`src/pkg/cps_pkg.sv`:
```
// constants, op codes and state codes for the pointer and stack state block
// Function
// RQ1 - 14-bit instruction pointer cleared to 0x0000 by reset
// RQ2 - fetch advances low 8 bits, no carry upward
// RQ3 - page advance op increments upper 6 bits
// RQ4 - pointer advances once per fetched instruction byte
// RQ5 - call or interrupt saves two-byte pointer and flags
// RQ6 - flags restored only by interrupt return op
// RQ7 - no direct firmware access to instruction pointer
// RQ8 - reset clears call stack pointer, grows upward
// RQ9 - load call stack pointer from accumulator
// RQ10 - interrupt entry: disable, write, increment, write, increment
// RQ11 - interrupt return: decrement, read twice, then enable
// RQ12 - call pushes pointer and flags, pointer plus two
// RQ13 - return reloads pointer, flags kept, pointer minus two
// RQ14 - push pre-decrements data stack pointer, then writes
// RQ15 - pop reads at data stack pointer, then increments
// RQ16 - data stack pointer resets zero, first push 0xff
// RQ17 - firmware keeps data stack within 0x00 to 0x4f
// RQ18 - swap accumulator with data stack pointer
// RQ19 - immediate operand is second instruction byte
// RQ20 - direct operand read from one-byte RAM address
// RQ21 - indexed address is constant plus index register
// RQ22 - stack pointers 8 bits, wrap silently modulo 256
// RQ23 - fixed two-byte layout of saved pointer and flags
package cps_pkg;

    // ----------------------------------------
    // widths
    // ----------------------------------------
    localparam int IP_W = 14;
    localparam int LOW_W = 8;
    localparam int PAGE_W = 6;
    localparam int PTR_W = 8;
    localparam int DATA_W = 8;

    // ----------------------------------------
    // reset values
    // ----------------------------------------
    localparam logic [IP_W-1:0] IP_RST = 14'h0000;
    localparam logic [PTR_W-1:0] CSP_RST = 8'h00;
    localparam logic [PTR_W-1:0] DSP_RST = 8'h00;
    localparam logic [DATA_W-1:0] ACC_RST = 8'h00;
    localparam logic [DATA_W-1:0] IDX_RST = 8'h00;
    localparam logic INTEN_RST = 1'b0;

    // ----------------------------------------
    // saved byte layout: first byte is ip[7:0], second holds flags and ip[13:8]
    // ----------------------------------------
    localparam int SAVE_CARRY_BIT = 7;
    localparam int SAVE_ZERO_BIT = 6;
    localparam int SAVE_PAGE_MSB = 5;

    // ----------------------------------------
    // operations issued by the decoder
    // ----------------------------------------
    typedef enum logic [3:0] {
        OP_NOP = 4'h0,
        OP_PAGE_ADVANCE = 4'h1,
        OP_CALL = 4'h2,
        OP_INT_ACK = 4'h3,
        OP_RET = 4'h4,
        OP_INTERRUPT_RETURN = 4'h5,
        OP_PUSH = 4'h6,
        OP_POP = 4'h7,
        OP_LOAD_CALL_STACK_PTR = 4'h8,
        OP_SWAP_A_DSP = 4'h9,
        OP_OPND_IMM = 4'ha,
        OP_OPND_DIRECT = 4'hb,
        OP_OPND_INDEXED = 4'hc,
        OP_INT_ENABLE = 4'hd,
        OP_INT_DISABLE = 4'he,
        OP_RSVD = 4'hf
    } cps_op_e;

    // ----------------------------------------
    // sequencer states, one-hot
    // ----------------------------------------
    typedef enum logic [7:0] {
        ST_IDLE = 8'h01,
        ST_SAVE_HI = 8'h02,
        ST_HI_WAIT = 8'h04,
        ST_HI_CAP = 8'h08,
        ST_LO_WAIT = 8'h10,
        ST_LO_CAP = 8'h20,
        ST_RD_WAIT = 8'h40,
        ST_RD_CAP = 8'h80
    } cps_state_e;

endpackage

```
`src/logic/cps_wrap_ptr.sv`:
```
// 8-bit stack pointer with increment, decrement and load, wrapping silently
`timescale 1ns/1ps
module cps_wrap_ptr #(
    parameter logic [cps_pkg::PTR_W-1:0] RST_VAL = cps_pkg::CSP_RST
) (
    input wire logic clk,
    input wire logic rstn,
    input wire logic inc,
    input wire logic dec,
    input wire logic load,
    input wire logic [cps_pkg::PTR_W-1:0] load_val,
    output logic [cps_pkg::PTR_W-1:0] ptr
);

    logic [cps_pkg::PTR_W-1:0] next_ptr;

    // load wins over stepping; the sequencer never asks for both
    // RQ22 modulo 256 wrap
    always_comb begin
        next_ptr = ptr;
        if (load) begin
            next_ptr = load_val;
        end else if (inc) begin
            next_ptr = cps_pkg::PTR_W'(ptr + 8'h01);
        end else if (dec) begin
            next_ptr = cps_pkg::PTR_W'(ptr - 8'h01);
        end
    end

    // register only
    always_ff @(posedge clk) begin
        if (!rstn) begin
            ptr <= RST_VAL;
        end else begin
            ptr <= next_ptr;
        end
    end

endmodule

```
`src/logic/cps_ip_counter.sv`:
```
// 14-bit instruction pointer with paged low-byte increment
`timescale 1ns/1ps
module cps_ip_counter (
    input wire logic clk,
    input wire logic rstn,
    input wire logic step,
    input wire logic page_adv,
    input wire logic load,
    input wire logic [cps_pkg::IP_W-1:0] load_val,
    output logic [cps_pkg::IP_W-1:0] ip
);

    logic [cps_pkg::LOW_W-1:0] next_low;
    logic [cps_pkg::PAGE_W-1:0] next_page;

    // low byte and page advance separately; a load from the stack overrides both
    always_comb begin
        next_low = ip[cps_pkg::LOW_W-1:0];
        next_page = ip[cps_pkg::IP_W-1:cps_pkg::LOW_W];
        if (load) begin
            next_low = load_val[cps_pkg::LOW_W-1:0];
            next_page = load_val[cps_pkg::IP_W-1:cps_pkg::LOW_W];
        end else begin
            // RQ2 RQ4 low byte, per fetch
            if (step) begin
                next_low = cps_pkg::LOW_W'(ip[cps_pkg::LOW_W-1:0] + 8'h01);
            end
            // RQ3 page advance
            if (page_adv) begin
                next_page = cps_pkg::PAGE_W'(ip[cps_pkg::IP_W-1:cps_pkg::LOW_W] + 6'h01);
            end
        end
    end

    // RQ1 reset to zero
    always_ff @(posedge clk) begin
        if (!rstn) begin
            ip <= cps_pkg::IP_RST;
        end else begin
            ip <= {next_page, next_low};
        end
    end

endmodule

```
`src/logic/cps_core_state.sv`:
```
// architectural pointers, stacks and operand addressing of the core
`timescale 1ns/1ps
module cps_core_state (
    input wire logic clk,
    input wire logic rstn,
    // decoder side
    input wire logic fetch_byte,
    input wire logic op_start,
    input wire logic [3:0] op_code,
    input wire logic op_sel_x,
    input wire logic [cps_pkg::DATA_W-1:0] op_imm,
    input wire logic [cps_pkg::IP_W-1:0] op_target,
    output logic op_ready,
    output logic op_done,
    // alu side
    input wire logic acc_we,
    input wire logic [cps_pkg::DATA_W-1:0] acc_wdata,
    input wire logic idx_we,
    input wire logic [cps_pkg::DATA_W-1:0] idx_wdata,
    input wire logic flag_we,
    input wire logic carry_in,
    input wire logic zero_in,
    output logic [cps_pkg::DATA_W-1:0] accumulator,
    output logic [cps_pkg::DATA_W-1:0] index_reg,
    output logic carry,
    output logic zero,
    output logic int_enable,
    output logic [cps_pkg::DATA_W-1:0] opnd_data,
    output logic opnd_valid,
    // program memory
    output logic [cps_pkg::IP_W-1:0] instruction_pointer,
    // data sram, read data valid the cycle after ram_re
    output logic [cps_pkg::DATA_W-1:0] ram_addr,
    output logic [cps_pkg::DATA_W-1:0] ram_wdata,
    output logic ram_we,
    output logic ram_re,
    input wire logic [cps_pkg::DATA_W-1:0] ram_rdata,
    // visible pointer state
    output logic [cps_pkg::PTR_W-1:0] call_stack_pointer,
    output logic [cps_pkg::PTR_W-1:0] data_stack_pointer
);

    // ----------------------------------------
    // declarations
    // ----------------------------------------
    cps_pkg::cps_state_e state, next_state;
    logic [cps_pkg::DATA_W-1:0] hold, next_hold;
    logic [cps_pkg::IP_W-1:0] target, next_target;
    logic rd_pop, next_rd_pop;
    logic rd_pop_x, next_rd_pop_x;
    logic ret_flags, next_ret_flags;
    logic [cps_pkg::DATA_W-1:0] next_ram_addr, next_ram_wdata;
    logic next_ram_we, next_ram_re;
    logic [cps_pkg::DATA_W-1:0] next_acc, next_idx, next_opnd;
    logic next_carry, next_zero, next_inten, next_opnd_valid, next_done;
    logic csp_inc, csp_dec, csp_load;
    logic dsp_inc, dsp_dec, dsp_load;
    logic ip_load, page_adv;
    logic [cps_pkg::IP_W-1:0] ip_load_val;
    logic [cps_pkg::PTR_W-1:0] csp_m1, dsp_m1;
    cps_pkg::cps_op_e op;

    assign op = cps_pkg::cps_op_e'(op_code);
    // RQ22 pre-decremented addresses wrap
    assign csp_m1 = cps_pkg::PTR_W'(call_stack_pointer - 8'h01);
    assign dsp_m1 = cps_pkg::PTR_W'(data_stack_pointer - 8'h01);
    // handshake is combinational so a new op can follow done back to back
    assign op_ready = (state == cps_pkg::ST_IDLE);

    // ----------------------------------------
    // pointer registers
    // ----------------------------------------
    // RQ8 call stack starts at zero
    cps_wrap_ptr #(
        .RST_VAL(cps_pkg::CSP_RST)
    ) u_csp (
        .clk(clk),
        .rstn(rstn),
        .inc(csp_inc),
        .dec(csp_dec),
        .load(csp_load),
        .load_val(accumulator),
        .ptr(call_stack_pointer)
    );

    // RQ16 data stack starts at zero
    cps_wrap_ptr #(
        .RST_VAL(cps_pkg::DSP_RST)
    ) u_dsp (
        .clk(clk),
        .rstn(rstn),
        .inc(dsp_inc),
        .dec(dsp_dec),
        .load(dsp_load),
        .load_val(accumulator),
        .ptr(data_stack_pointer)
    );

    // RQ7 ip only moves by fetch, page advance or stack and target loads
    cps_ip_counter u_ip (
        .clk(clk),
        .rstn(rstn),
        .step(fetch_byte),
        .page_adv(page_adv),
        .load(ip_load),
        .load_val(ip_load_val),
        .ip(instruction_pointer)
    );

    // ----------------------------------------
    // sequencer next state
    // ----------------------------------------
    // alu writes land first; a stack op touching the same register overrides them
    always_comb begin
        next_state = state;
        next_hold = hold;
        next_target = target;
        next_rd_pop = rd_pop;
        next_rd_pop_x = rd_pop_x;
        next_ret_flags = ret_flags;
        next_ram_addr = ram_addr;
        next_ram_wdata = ram_wdata;
        next_ram_we = 1'b0;
        next_ram_re = 1'b0;
        next_acc = acc_we ? acc_wdata : accumulator;
        next_idx = idx_we ? idx_wdata : index_reg;
        next_carry = flag_we ? carry_in : carry;
        next_zero = flag_we ? zero_in : zero;
        next_inten = int_enable;
        next_opnd = opnd_data;
        next_opnd_valid = 1'b0;
        next_done = 1'b0;
        csp_inc = 1'b0;
        csp_dec = 1'b0;
        csp_load = 1'b0;
        dsp_inc = 1'b0;
        dsp_dec = 1'b0;
        dsp_load = 1'b0;
        ip_load = 1'b0;
        ip_load_val = target;
        page_adv = 1'b0;
        case (state)
            cps_pkg::ST_IDLE: begin
                if (op_start) begin
                    case (op)
                        cps_pkg::OP_CALL, cps_pkg::OP_INT_ACK: begin
                            // RQ10 interrupts off at entry
                            if (op == cps_pkg::OP_INT_ACK) begin
                                next_inten = 1'b0;
                            end
                            // RQ5 first byte is the low pointer byte
                            next_ram_addr = call_stack_pointer;
                            next_ram_wdata = instruction_pointer[cps_pkg::LOW_W-1:0];
                            next_ram_we = 1'b1;
                            csp_inc = 1'b1;
                            // RQ23 second byte packs flags over the page bits
                            next_hold = {carry, zero,
                                instruction_pointer[cps_pkg::IP_W-1:cps_pkg::LOW_W]};
                            next_target = op_target;
                            next_state = cps_pkg::ST_SAVE_HI;
                        end
                        cps_pkg::OP_RET, cps_pkg::OP_INTERRUPT_RETURN: begin
                            // RQ11 decrement before the second byte is read
                            csp_dec = 1'b1;
                            next_ram_addr = csp_m1;
                            next_ram_re = 1'b1;
                            next_ret_flags = (op == cps_pkg::OP_INTERRUPT_RETURN);
                            next_state = cps_pkg::ST_HI_WAIT;
                        end
                        cps_pkg::OP_PUSH: begin
                            // RQ14 pre-decrement then write
                            dsp_dec = 1'b1;
                            next_ram_addr = dsp_m1;
                            next_ram_wdata = op_sel_x ? index_reg : accumulator;
                            next_ram_we = 1'b1;
                            next_done = 1'b1;
                        end
                        cps_pkg::OP_POP: begin
                            // RQ15 read at pointer, post-increment
                            next_ram_addr = data_stack_pointer;
                            next_ram_re = 1'b1;
                            dsp_inc = 1'b1;
                            next_rd_pop = 1'b1;
                            next_rd_pop_x = op_sel_x;
                            next_state = cps_pkg::ST_RD_WAIT;
                        end
                        cps_pkg::OP_OPND_DIRECT: begin
                            // RQ20 address carried in the instruction
                            next_ram_addr = op_imm;
                            next_ram_re = 1'b1;
                            next_rd_pop = 1'b0;
                            next_state = cps_pkg::ST_RD_WAIT;
                        end
                        cps_pkg::OP_OPND_INDEXED: begin
                            // RQ21 constant plus index, wraps in 8 bits
                            next_ram_addr = cps_pkg::DATA_W'(op_imm + index_reg);
                            next_ram_re = 1'b1;
                            next_rd_pop = 1'b0;
                            next_state = cps_pkg::ST_RD_WAIT;
                        end
                        cps_pkg::OP_OPND_IMM: begin
                            // RQ19 second byte is the value
                            next_opnd = op_imm;
                            next_opnd_valid = 1'b1;
                            next_done = 1'b1;
                        end
                        cps_pkg::OP_LOAD_CALL_STACK_PTR: begin
                            // RQ9 call stack pointer from accumulator
                            csp_load = 1'b1;
                            next_done = 1'b1;
                        end
                        cps_pkg::OP_SWAP_A_DSP: begin
                            // RQ18 exchange in one cycle
                            next_acc = data_stack_pointer;
                            dsp_load = 1'b1;
                            next_done = 1'b1;
                        end
                        cps_pkg::OP_PAGE_ADVANCE: begin
                            // RQ3 page bits step on this op only
                            page_adv = 1'b1;
                            next_done = 1'b1;
                        end
                        cps_pkg::OP_INT_ENABLE: begin
                            next_inten = 1'b1;
                            next_done = 1'b1;
                        end
                        cps_pkg::OP_INT_DISABLE: begin
                            next_inten = 1'b0;
                            next_done = 1'b1;
                        end
                        default: begin
                            next_done = 1'b1;
                        end
                    endcase
                end
            end
            cps_pkg::ST_SAVE_HI: begin
                // RQ12 second write and second increment, then jump
                next_ram_addr = call_stack_pointer;
                next_ram_wdata = hold;
                next_ram_we = 1'b1;
                csp_inc = 1'b1;
                ip_load = 1'b1;
                ip_load_val = target;
                next_done = 1'b1;
                next_state = cps_pkg::ST_IDLE;
            end
            cps_pkg::ST_HI_WAIT: begin
                next_state = cps_pkg::ST_HI_CAP;
            end
            cps_pkg::ST_HI_CAP: begin
                // RQ11 second decrement, first byte next
                next_hold = ram_rdata;
                csp_dec = 1'b1;
                next_ram_addr = csp_m1;
                next_ram_re = 1'b1;
                next_state = cps_pkg::ST_LO_WAIT;
            end
            cps_pkg::ST_LO_WAIT: begin
                next_state = cps_pkg::ST_LO_CAP;
            end
            cps_pkg::ST_LO_CAP: begin
                // RQ13 pointer reloaded for both returns
                ip_load = 1'b1;
                ip_load_val = {hold[cps_pkg::SAVE_PAGE_MSB:0], ram_rdata};
                // RQ6 flags and enable only on interrupt return
                if (ret_flags) begin
                    next_carry = hold[cps_pkg::SAVE_CARRY_BIT];
                    next_zero = hold[cps_pkg::SAVE_ZERO_BIT];
                    next_inten = 1'b1;
                end
                next_done = 1'b1;
                next_state = cps_pkg::ST_IDLE;
            end
            cps_pkg::ST_RD_WAIT: begin
                next_state = cps_pkg::ST_RD_CAP;
            end
            cps_pkg::ST_RD_CAP: begin
                next_opnd = ram_rdata;
                next_opnd_valid = 1'b1;
                if (rd_pop) begin
                    if (rd_pop_x) begin
                        next_idx = ram_rdata;
                    end else begin
                        next_acc = ram_rdata;
                    end
                end
                next_done = 1'b1;
                next_state = cps_pkg::ST_IDLE;
            end
            default: begin
                next_state = cps_pkg::ST_IDLE;
            end
        endcase
    end

    // ----------------------------------------
    // sequencer registers
    // ----------------------------------------
    // register only; all values computed above
    always_ff @(posedge clk) begin
        if (!rstn) begin
            state <= cps_pkg::ST_IDLE;
            hold <= 8'h00;
            target <= cps_pkg::IP_RST;
            rd_pop <= 1'b0;
            rd_pop_x <= 1'b0;
            ret_flags <= 1'b0;
            ram_addr <= 8'h00;
            ram_wdata <= 8'h00;
            ram_we <= 1'b0;
            ram_re <= 1'b0;
            accumulator <= cps_pkg::ACC_RST;
            index_reg <= cps_pkg::IDX_RST;
            carry <= 1'b0;
            zero <= 1'b0;
            int_enable <= cps_pkg::INTEN_RST;
            opnd_data <= 8'h00;
            opnd_valid <= 1'b0;
            op_done <= 1'b0;
        end else begin
            state <= next_state;
            hold <= next_hold;
            target <= next_target;
            rd_pop <= next_rd_pop;
            rd_pop_x <= next_rd_pop_x;
            ret_flags <= next_ret_flags;
            ram_addr <= next_ram_addr;
            ram_wdata <= next_ram_wdata;
            ram_we <= next_ram_we;
            ram_re <= next_ram_re;
            accumulator <= next_acc;
            index_reg <= next_idx;
            carry <= next_carry;
            zero <= next_zero;
            int_enable <= next_inten;
            opnd_data <= next_opnd;
            opnd_valid <= next_opnd_valid;
            op_done <= next_done;
        end
    end

endmodule

```
`config.mk`:
```
export PLATFORM = sky130hd
export DESIGN_NAME = cps_core_state
export DESIGN_NICKNAME = d
export VERILOG_FILES = /design/src/pkg/cps_pkg.sv /design/src/logic/cps_wrap_ptr.sv /design/src/logic/cps_ip_counter.sv /design/src/logic/cps_core_state.sv
export SDC_FILE = /design/constraint.sdc
export NUM_CORES = 1
export LEC_CHECK = 0
export ABC_AREA = 1
export BUFFER_PORTS_ARGS = -buffer_cell sky130_fd_sc_hd__buf_2
export CAP_MARGIN = 5
export CELL_PAD_IN_SITES_DETAIL_PLACEMENT = 1
export CELL_PAD_IN_SITES_GLOBAL_PLACEMENT = 1
export CORE_MARGIN = 1.5
export CORE_UTILIZATION = 42
export CTS_CLUSTER_DIAMETER = 80
export DETAILED_ROUTE_END_ITERATION = 10
export GPL_ROUTABILITY_DRIVEN = 0
export PLACE_DENSITY = 0.83
export SLEW_MARGIN = 40
export SYNTH_ARGS = -nofsm -noshare
export SYNTH_HDL_FRONTEND = slang
export SYNTH_SLANG_ARGS = --single-unit
```
`constraint.sdc`:
```
create_clock -name clk -period 2.7 [get_ports clk]
set_clock_uncertainty 0.2 [all_clocks]
set_input_delay 0.27 -clock clk [delete_from_list [all_inputs] [get_ports clk]]
set_output_delay 0.27 -clock clk [all_outputs]
set_load 0.03 [all_outputs]
```
Yosys cells after proc, flatten, opt, wreduce, memory -nomap -nowiden
Cells that the tools add are included.
{ "classes": {"addsub": 7, "n_eq_ne": 31, "muxes": 83, "reduce_logical": 29} }
{ "op_table": {"columns": ["cell", "count"], "rows": [
  ["$mux 8", 25],
  ["$pmux 8 s2", 5],
  ["$pmux 8 s3", 2],
  ["$pmux 8 s6", 1],
  ["$pmux 8 s5", 1],
  ["$mux 1", 37],
  ["$eq 4x4->1 const B", 7],
  ["$add 8x1->8 const B", 3],
  ["$reduce_and 3->1", 8],
  ["$eq 4x3->1 const B", 4],
  ["$pmux 1 s2", 8],
  ["$sub 8x1->8 const B", 2],
  ["$mux 14", 1],
  ["$reduce_bool 2->1", 7],
  ["$mux 6", 2],
  ["$reduce_bool 3->1", 3],
  ["$reduce_or 3->1", 3],
  ["$add 8x8->8", 1],
  ["$eq 4x2->1 const B", 2],
  ["$eq 8x1->1 const B", 1],
  ["$eq 8x2->1 const B", 1],
  ["$eq 8x3->1 const B", 1],
  ["$eq 8x4->1 const B", 1],
  ["$eq 8x5->1 const B", 1],
  ["18 further kinds", 23]
]} }
{ "totals": {"register_bits": 110, "out_inout_bits": 78, "wordCells": 172} }

Longest topological paths before layout
{ "depth": {"word_depth": 8, "mapped_depth": 13, "depth_no_buf": 13} }

By module
Synthesis repeated with hierarchy kept, for this count alone.
{ "unflattened": {"cells_unflattened": 1196, "area_unflattened_um2": 7519.7} }
{ "modules_own_cells": {"columns": ["module", "n_inst", "cells_per_inst", "area_per_inst_um2"], "rows": [
  ["cps_core_state", 1, 885, 5391.4],
  ["cps_wrap_ptr", 2, 98, 656.9],
  ["cps_ip_counter", 1, 115, 814.5]
]} }

Worst setup path before layout
No wires, ideal clock.
{ "synth_path": {"path_type": "register to register", "startpoint": "register index_reg[0] (netlist name)", "endpoint": "register ram_addr[4] (netlist name)", "arrival_time_ns": 1.777, "t_required_ns": 2.383, "slack_ns": 0.606, "path_stages_with_launch": 11, "n_path_buf": 0, "period_less_slack_ns": 2.094, "path_cell_list": "dfxtp_1 -> ha_1 -> inv_1 -> fa_1 -> inv_1 -> a21oi_1 -> or2_2 -> nand3_1 -> nand2_1 -> nand2_1 -> a21oi_1"} }
{ "synth_between": {"elab_chain_len": 4} }
{ "synth_rtl": {"columns": ["item", "line_no", "rtl"], "rows": [
  ["start, declared", "cps_core_state.sv:24", "output logic [cps_pkg::DATA_W-1:0] index_reg,"],
  ["start signal, assigned", "cps_core_state.sv:314", "index_reg <= cps_pkg::IDX_RST;"],
  ["start signal, assigned", "cps_core_state.sv:333", "index_reg <= next_idx;"],
  ["$add 8x8->8", "cps_core_state.sv:196", "next_ram_addr = cps_pkg::DATA_W'(op_imm + index_reg);"],
  ["$pmux 8 s6", "cps_core_state.sv:145", "case (op)"],
  ["$mux 8", "cps_core_state.sv:144", "if (op_start) begin"],
  ["$pmux 8 s3", "cps_core_state.sv:142", "case (state)"],
  ["end signal, assigned", "cps_core_state.sv:328", "ram_addr <= next_ram_addr;"],
  ["end, declared", "cps_core_state.sv:33", "output logic [cps_pkg::DATA_W-1:0] ram_addr,"]
]} }
No other way between the ends. The select of a mux whose other input is x is not followed.
A chain may end at the register's enable or synchronous reset.

Final worst setup path
{ "layout_path": {"startpoint": "register state[7]", "endpoint": "register ram_wdata[5] (netlist name)"} }
{ "layout_between": {"elab_chain_len": 3, "elab_cells_between_ends": 7} }
{ "layout_rtl": {"columns": ["item", "line_no", "rtl"], "rows": [
  ["start, declared", "cps_core_state.sv:46", "cps_pkg::cps_state_e state, next_state;"],
  ["start signal, assigned", "cps_core_state.sv:303", "state <= cps_pkg::ST_IDLE;"],
  ["start signal, assigned", "cps_core_state.sv:322", "state <= next_state;"],
  ["$eq 8x1->1 or $eq 8x2->1 (tied branches)", "cps_core_state.sv:142", null],
  ["$ne 3x1->1 (no source line), or another cell as far along", null, null],
  ["$reduce_and 3->1 (no source line)", null, null],
  ["end signal, assigned", "cps_core_state.sv:329", "ram_wdata <= next_ram_wdata;"],
  ["end, declared", "cps_core_state.sv:34", "output logic [cps_pkg::DATA_W-1:0] ram_wdata,"]
]} }
Parallel ways exist; a longest one is shown, timed or not.

==> results.yml <==
outcome:
  status: "complete, but fails checks"
  violations: "hold timing"
timing:
  fin_crit_sh_pct: 86.8
  rsz0062_at_grt: "false"
  fin_hold_ws_ps: -3.57
  max_slew_margin_pct: 60.4
  fin_crit_ps: 2340
  setup_viol: 0
  final_hold_viol_count: 1
  max_freq_ghz: 0.427
  worst-slew-pin-transition_ps: 591
  fin_setup_tns_ps: 0
  drv_slew: 0
finish:
  drive_gt1_share_pct: 16.7
  finalInstanceArea_um2: 8560
  finish.utilization_pct: 51.1
  n_antenna_cell: 0
  syn_to_final_growth_pct: 17.8
  fill_cells: 2338
  reg_top3: "target (14), u_ip.ip (14)"
  nets: 1381
cts:
  cts_tree: "done"
  ctsHtreeMaxLevel: 3
  clk_latency_ps: 370
  cts_buffers: 9
  clock_path_buffers: 2
  clkTransAtPathRegs_ps: 90
  cts_sinks: 110
  cts_root_buffer: "clkbuf_16"
detailed_routing:
  dr_total_vias: 8405
  routedWlPerCell_um: 18.3
  routed_via_density: 5.49
  drtAntennaViolNets: 0
  dr.first_iter.drc_count: 514
  dr.pass1.iters: 5
  wl_um: 28000
  drc_errors: 0
power_and_ir_drop:
  power_density_nw_per_um2: 578
  p_leak_uw: 0.00431
  peakVddDrop_mv: 0.368
placement:
  io_buffers: 137
  post_dp_cell_area_um2: 8130
  hpwl_um: 21600
global_route:
  globalRouteTotalUtil_pct: 31.0
  grt_pass1_wl_um: 43600
  grt_overflow_total: 0
  grtUsageMet1_pct: 41.6
  antenna_found_initial: 0
  grt_max_degree: 72
  met3_usage_pct: 4.54
  grt_pass1_vias: 8103
  grt.busiest_layer: "met2"
  gr-usage-met2_pct: 50.8
critical_path:
  required_ps: 2780
  cp.arrival_ps: 2420
  critical_path_class: "flop to flop"
  start_kind: "flop"
  crit_path_end_kind: "flop"
  cp_max_fo: 28
yosys:
  synth_top_cell_by_area: "dfxtp_1"
  synth.cell_area_um2: 7270
  ys_ff_latch: 110
  synth.area.top_cells: "dfxtp_1, nand2_1, o21ai_0"
  synthMostInstantiatedCell: "nand2_1"
  yosysUniqueCellTypes: 40
  yosysSeqAreaShare_pct: 30.3
  synth_edf_count: 0
  synth_top_area_share_pct: 30.3
  synth.yosys.warnings: 0
  synth_common_cells: "nand2_1, nor2_1, o21ai_0, inv_1, dfxtp_1"
  synth_nets: 1252
  syn_inst: 1178
  ys.flop_type: "dfxtp_1"
  synthArstFlopShare_pct: 0
  syn_avg_cell_area_um2: 6.17
die:
  pin_count: 138
  dieArea_um2: 18100
  die_x_um: 135
  num_rows: 47
  core_area_um2: 16800
  die_h_um: 135
  start_util_pct: 43.4
run:
  drv_cap: 0
min_path:
  hp-class: "primary input to flop"
[cells in the final DEF (no fill, tap or decap), types with 4 or more instances in the layout]
cell type,synthesis,routed
a21oi_1,73,73
a31oi_1,6,6
buf_2,12,137
buf_4,3,12
clkbuf_16,0,9
dfxtp_1,110,110
dlygate4sd3_1,0,13
ha_1,13,13
inv_1,148,148
inv_2,13,13
mux2_2,8,8
nand2_1,261,260
nand2_2,5,6
nand3_1,76,76
nand4_1,7,7
nor2_1,153,153
nor2_2,10,10
nor2_4,4,4
nor3_1,13,13
o211ai_1,20,20
o21ai_0,152,152
o21ai_1,12,12
o22ai_1,4,4
or2_2,4,4
xnor2_1,4,4
xor2_1,20,20
[layout make-up]
cell class | instances | area [um^2] | share of cell area, %
Inverter | 162 | 608 | 7.10
Tap cell | 220 | 275 | 3.21
Sequential cell | 110 | 2200 | 25.7
Timing Repair Buffer | 163 | 926 | 10.8
Clock inverter | 7 | 77.6 | 0.906
Clock buffer | 9 | 225 | 2.63
Multi-Input combinational cell | 861 | 4250 | 49.6
[stage by stage]
step           cells  setup slack (ps)  hold slack [ps]  total power, uW
2_1_floorplan   1178               606              205             3020
3_3_place_gp    1503               362              237             3510
3_5_place_dp    1503               229              247             3550
4_1_cts         1532               210             3.96             4950
5_1_grt         1532               166             38.7             5200
6_report        1532               356            -3.57             4950
[critical path, stage by stage, from the launching register on]
cell     delay (ps)
dfxtp_1         340
nor2_1          170
nand2_2         100
nor2_2          180
nand2_2         220
nor2_1          270
inv_2           240
nand3_2         220
inv_2           110
nor2_1          120
nor2_1           60
[repair_timing]
action | CTS | global route
hold buffers | 13 | 0
resized for setup | 0 | 1
endpoints found under the setup margin | 0 | 3
endpoints found under the hold margin | 13 | 0
setup buffers | 0 | 0
[final timing paths]
check | from | endpoint | slack (ps) | depth (start not counted)
setup / recovery | state[7] | ram_wdata[5] | 360 | 10
hold / removal | zero_in | zero | -4 | 3
setup reg to reg | state[7] | ram_wdata[5] | 360 | 10
hold reg to reg | target[1] | target[1] | 260 | 2
[power by group]
part / internal [uW] / leakage [uW] / switching, uW
sequential: 1760 / 0.000897 / 165
clock: 661 / 0.000149 / 737
combinational: 502 / 0.00326 / 1130
[metal layers]
| layer | wire (um) | share of wire [%] |
|---|---|---|
| met1 | 12500 | 45 |
| met2 | 13000 | 47 |
| met3 | 1670 | 6.0 |
| met5 | 0 | 0 |
| met4 | 761 | 2.7 |
[logic make-up after synthesis]
group / count (synthesis) / share of synthesized area, %
AO/OA/AOI/OAI: 271 / 19.7
multiplexers: 8 / 1.24
XOR/XNOR: 24 / 2.89
AND/OR/NAND/NOR: 544 / 32.1
adder cells (fa/ha/maj): 14 / 2.51
buffers and inverters: 207 / 11.3
flip-flops: 110 / 30.3
Power figures use the tool's default switching activity.
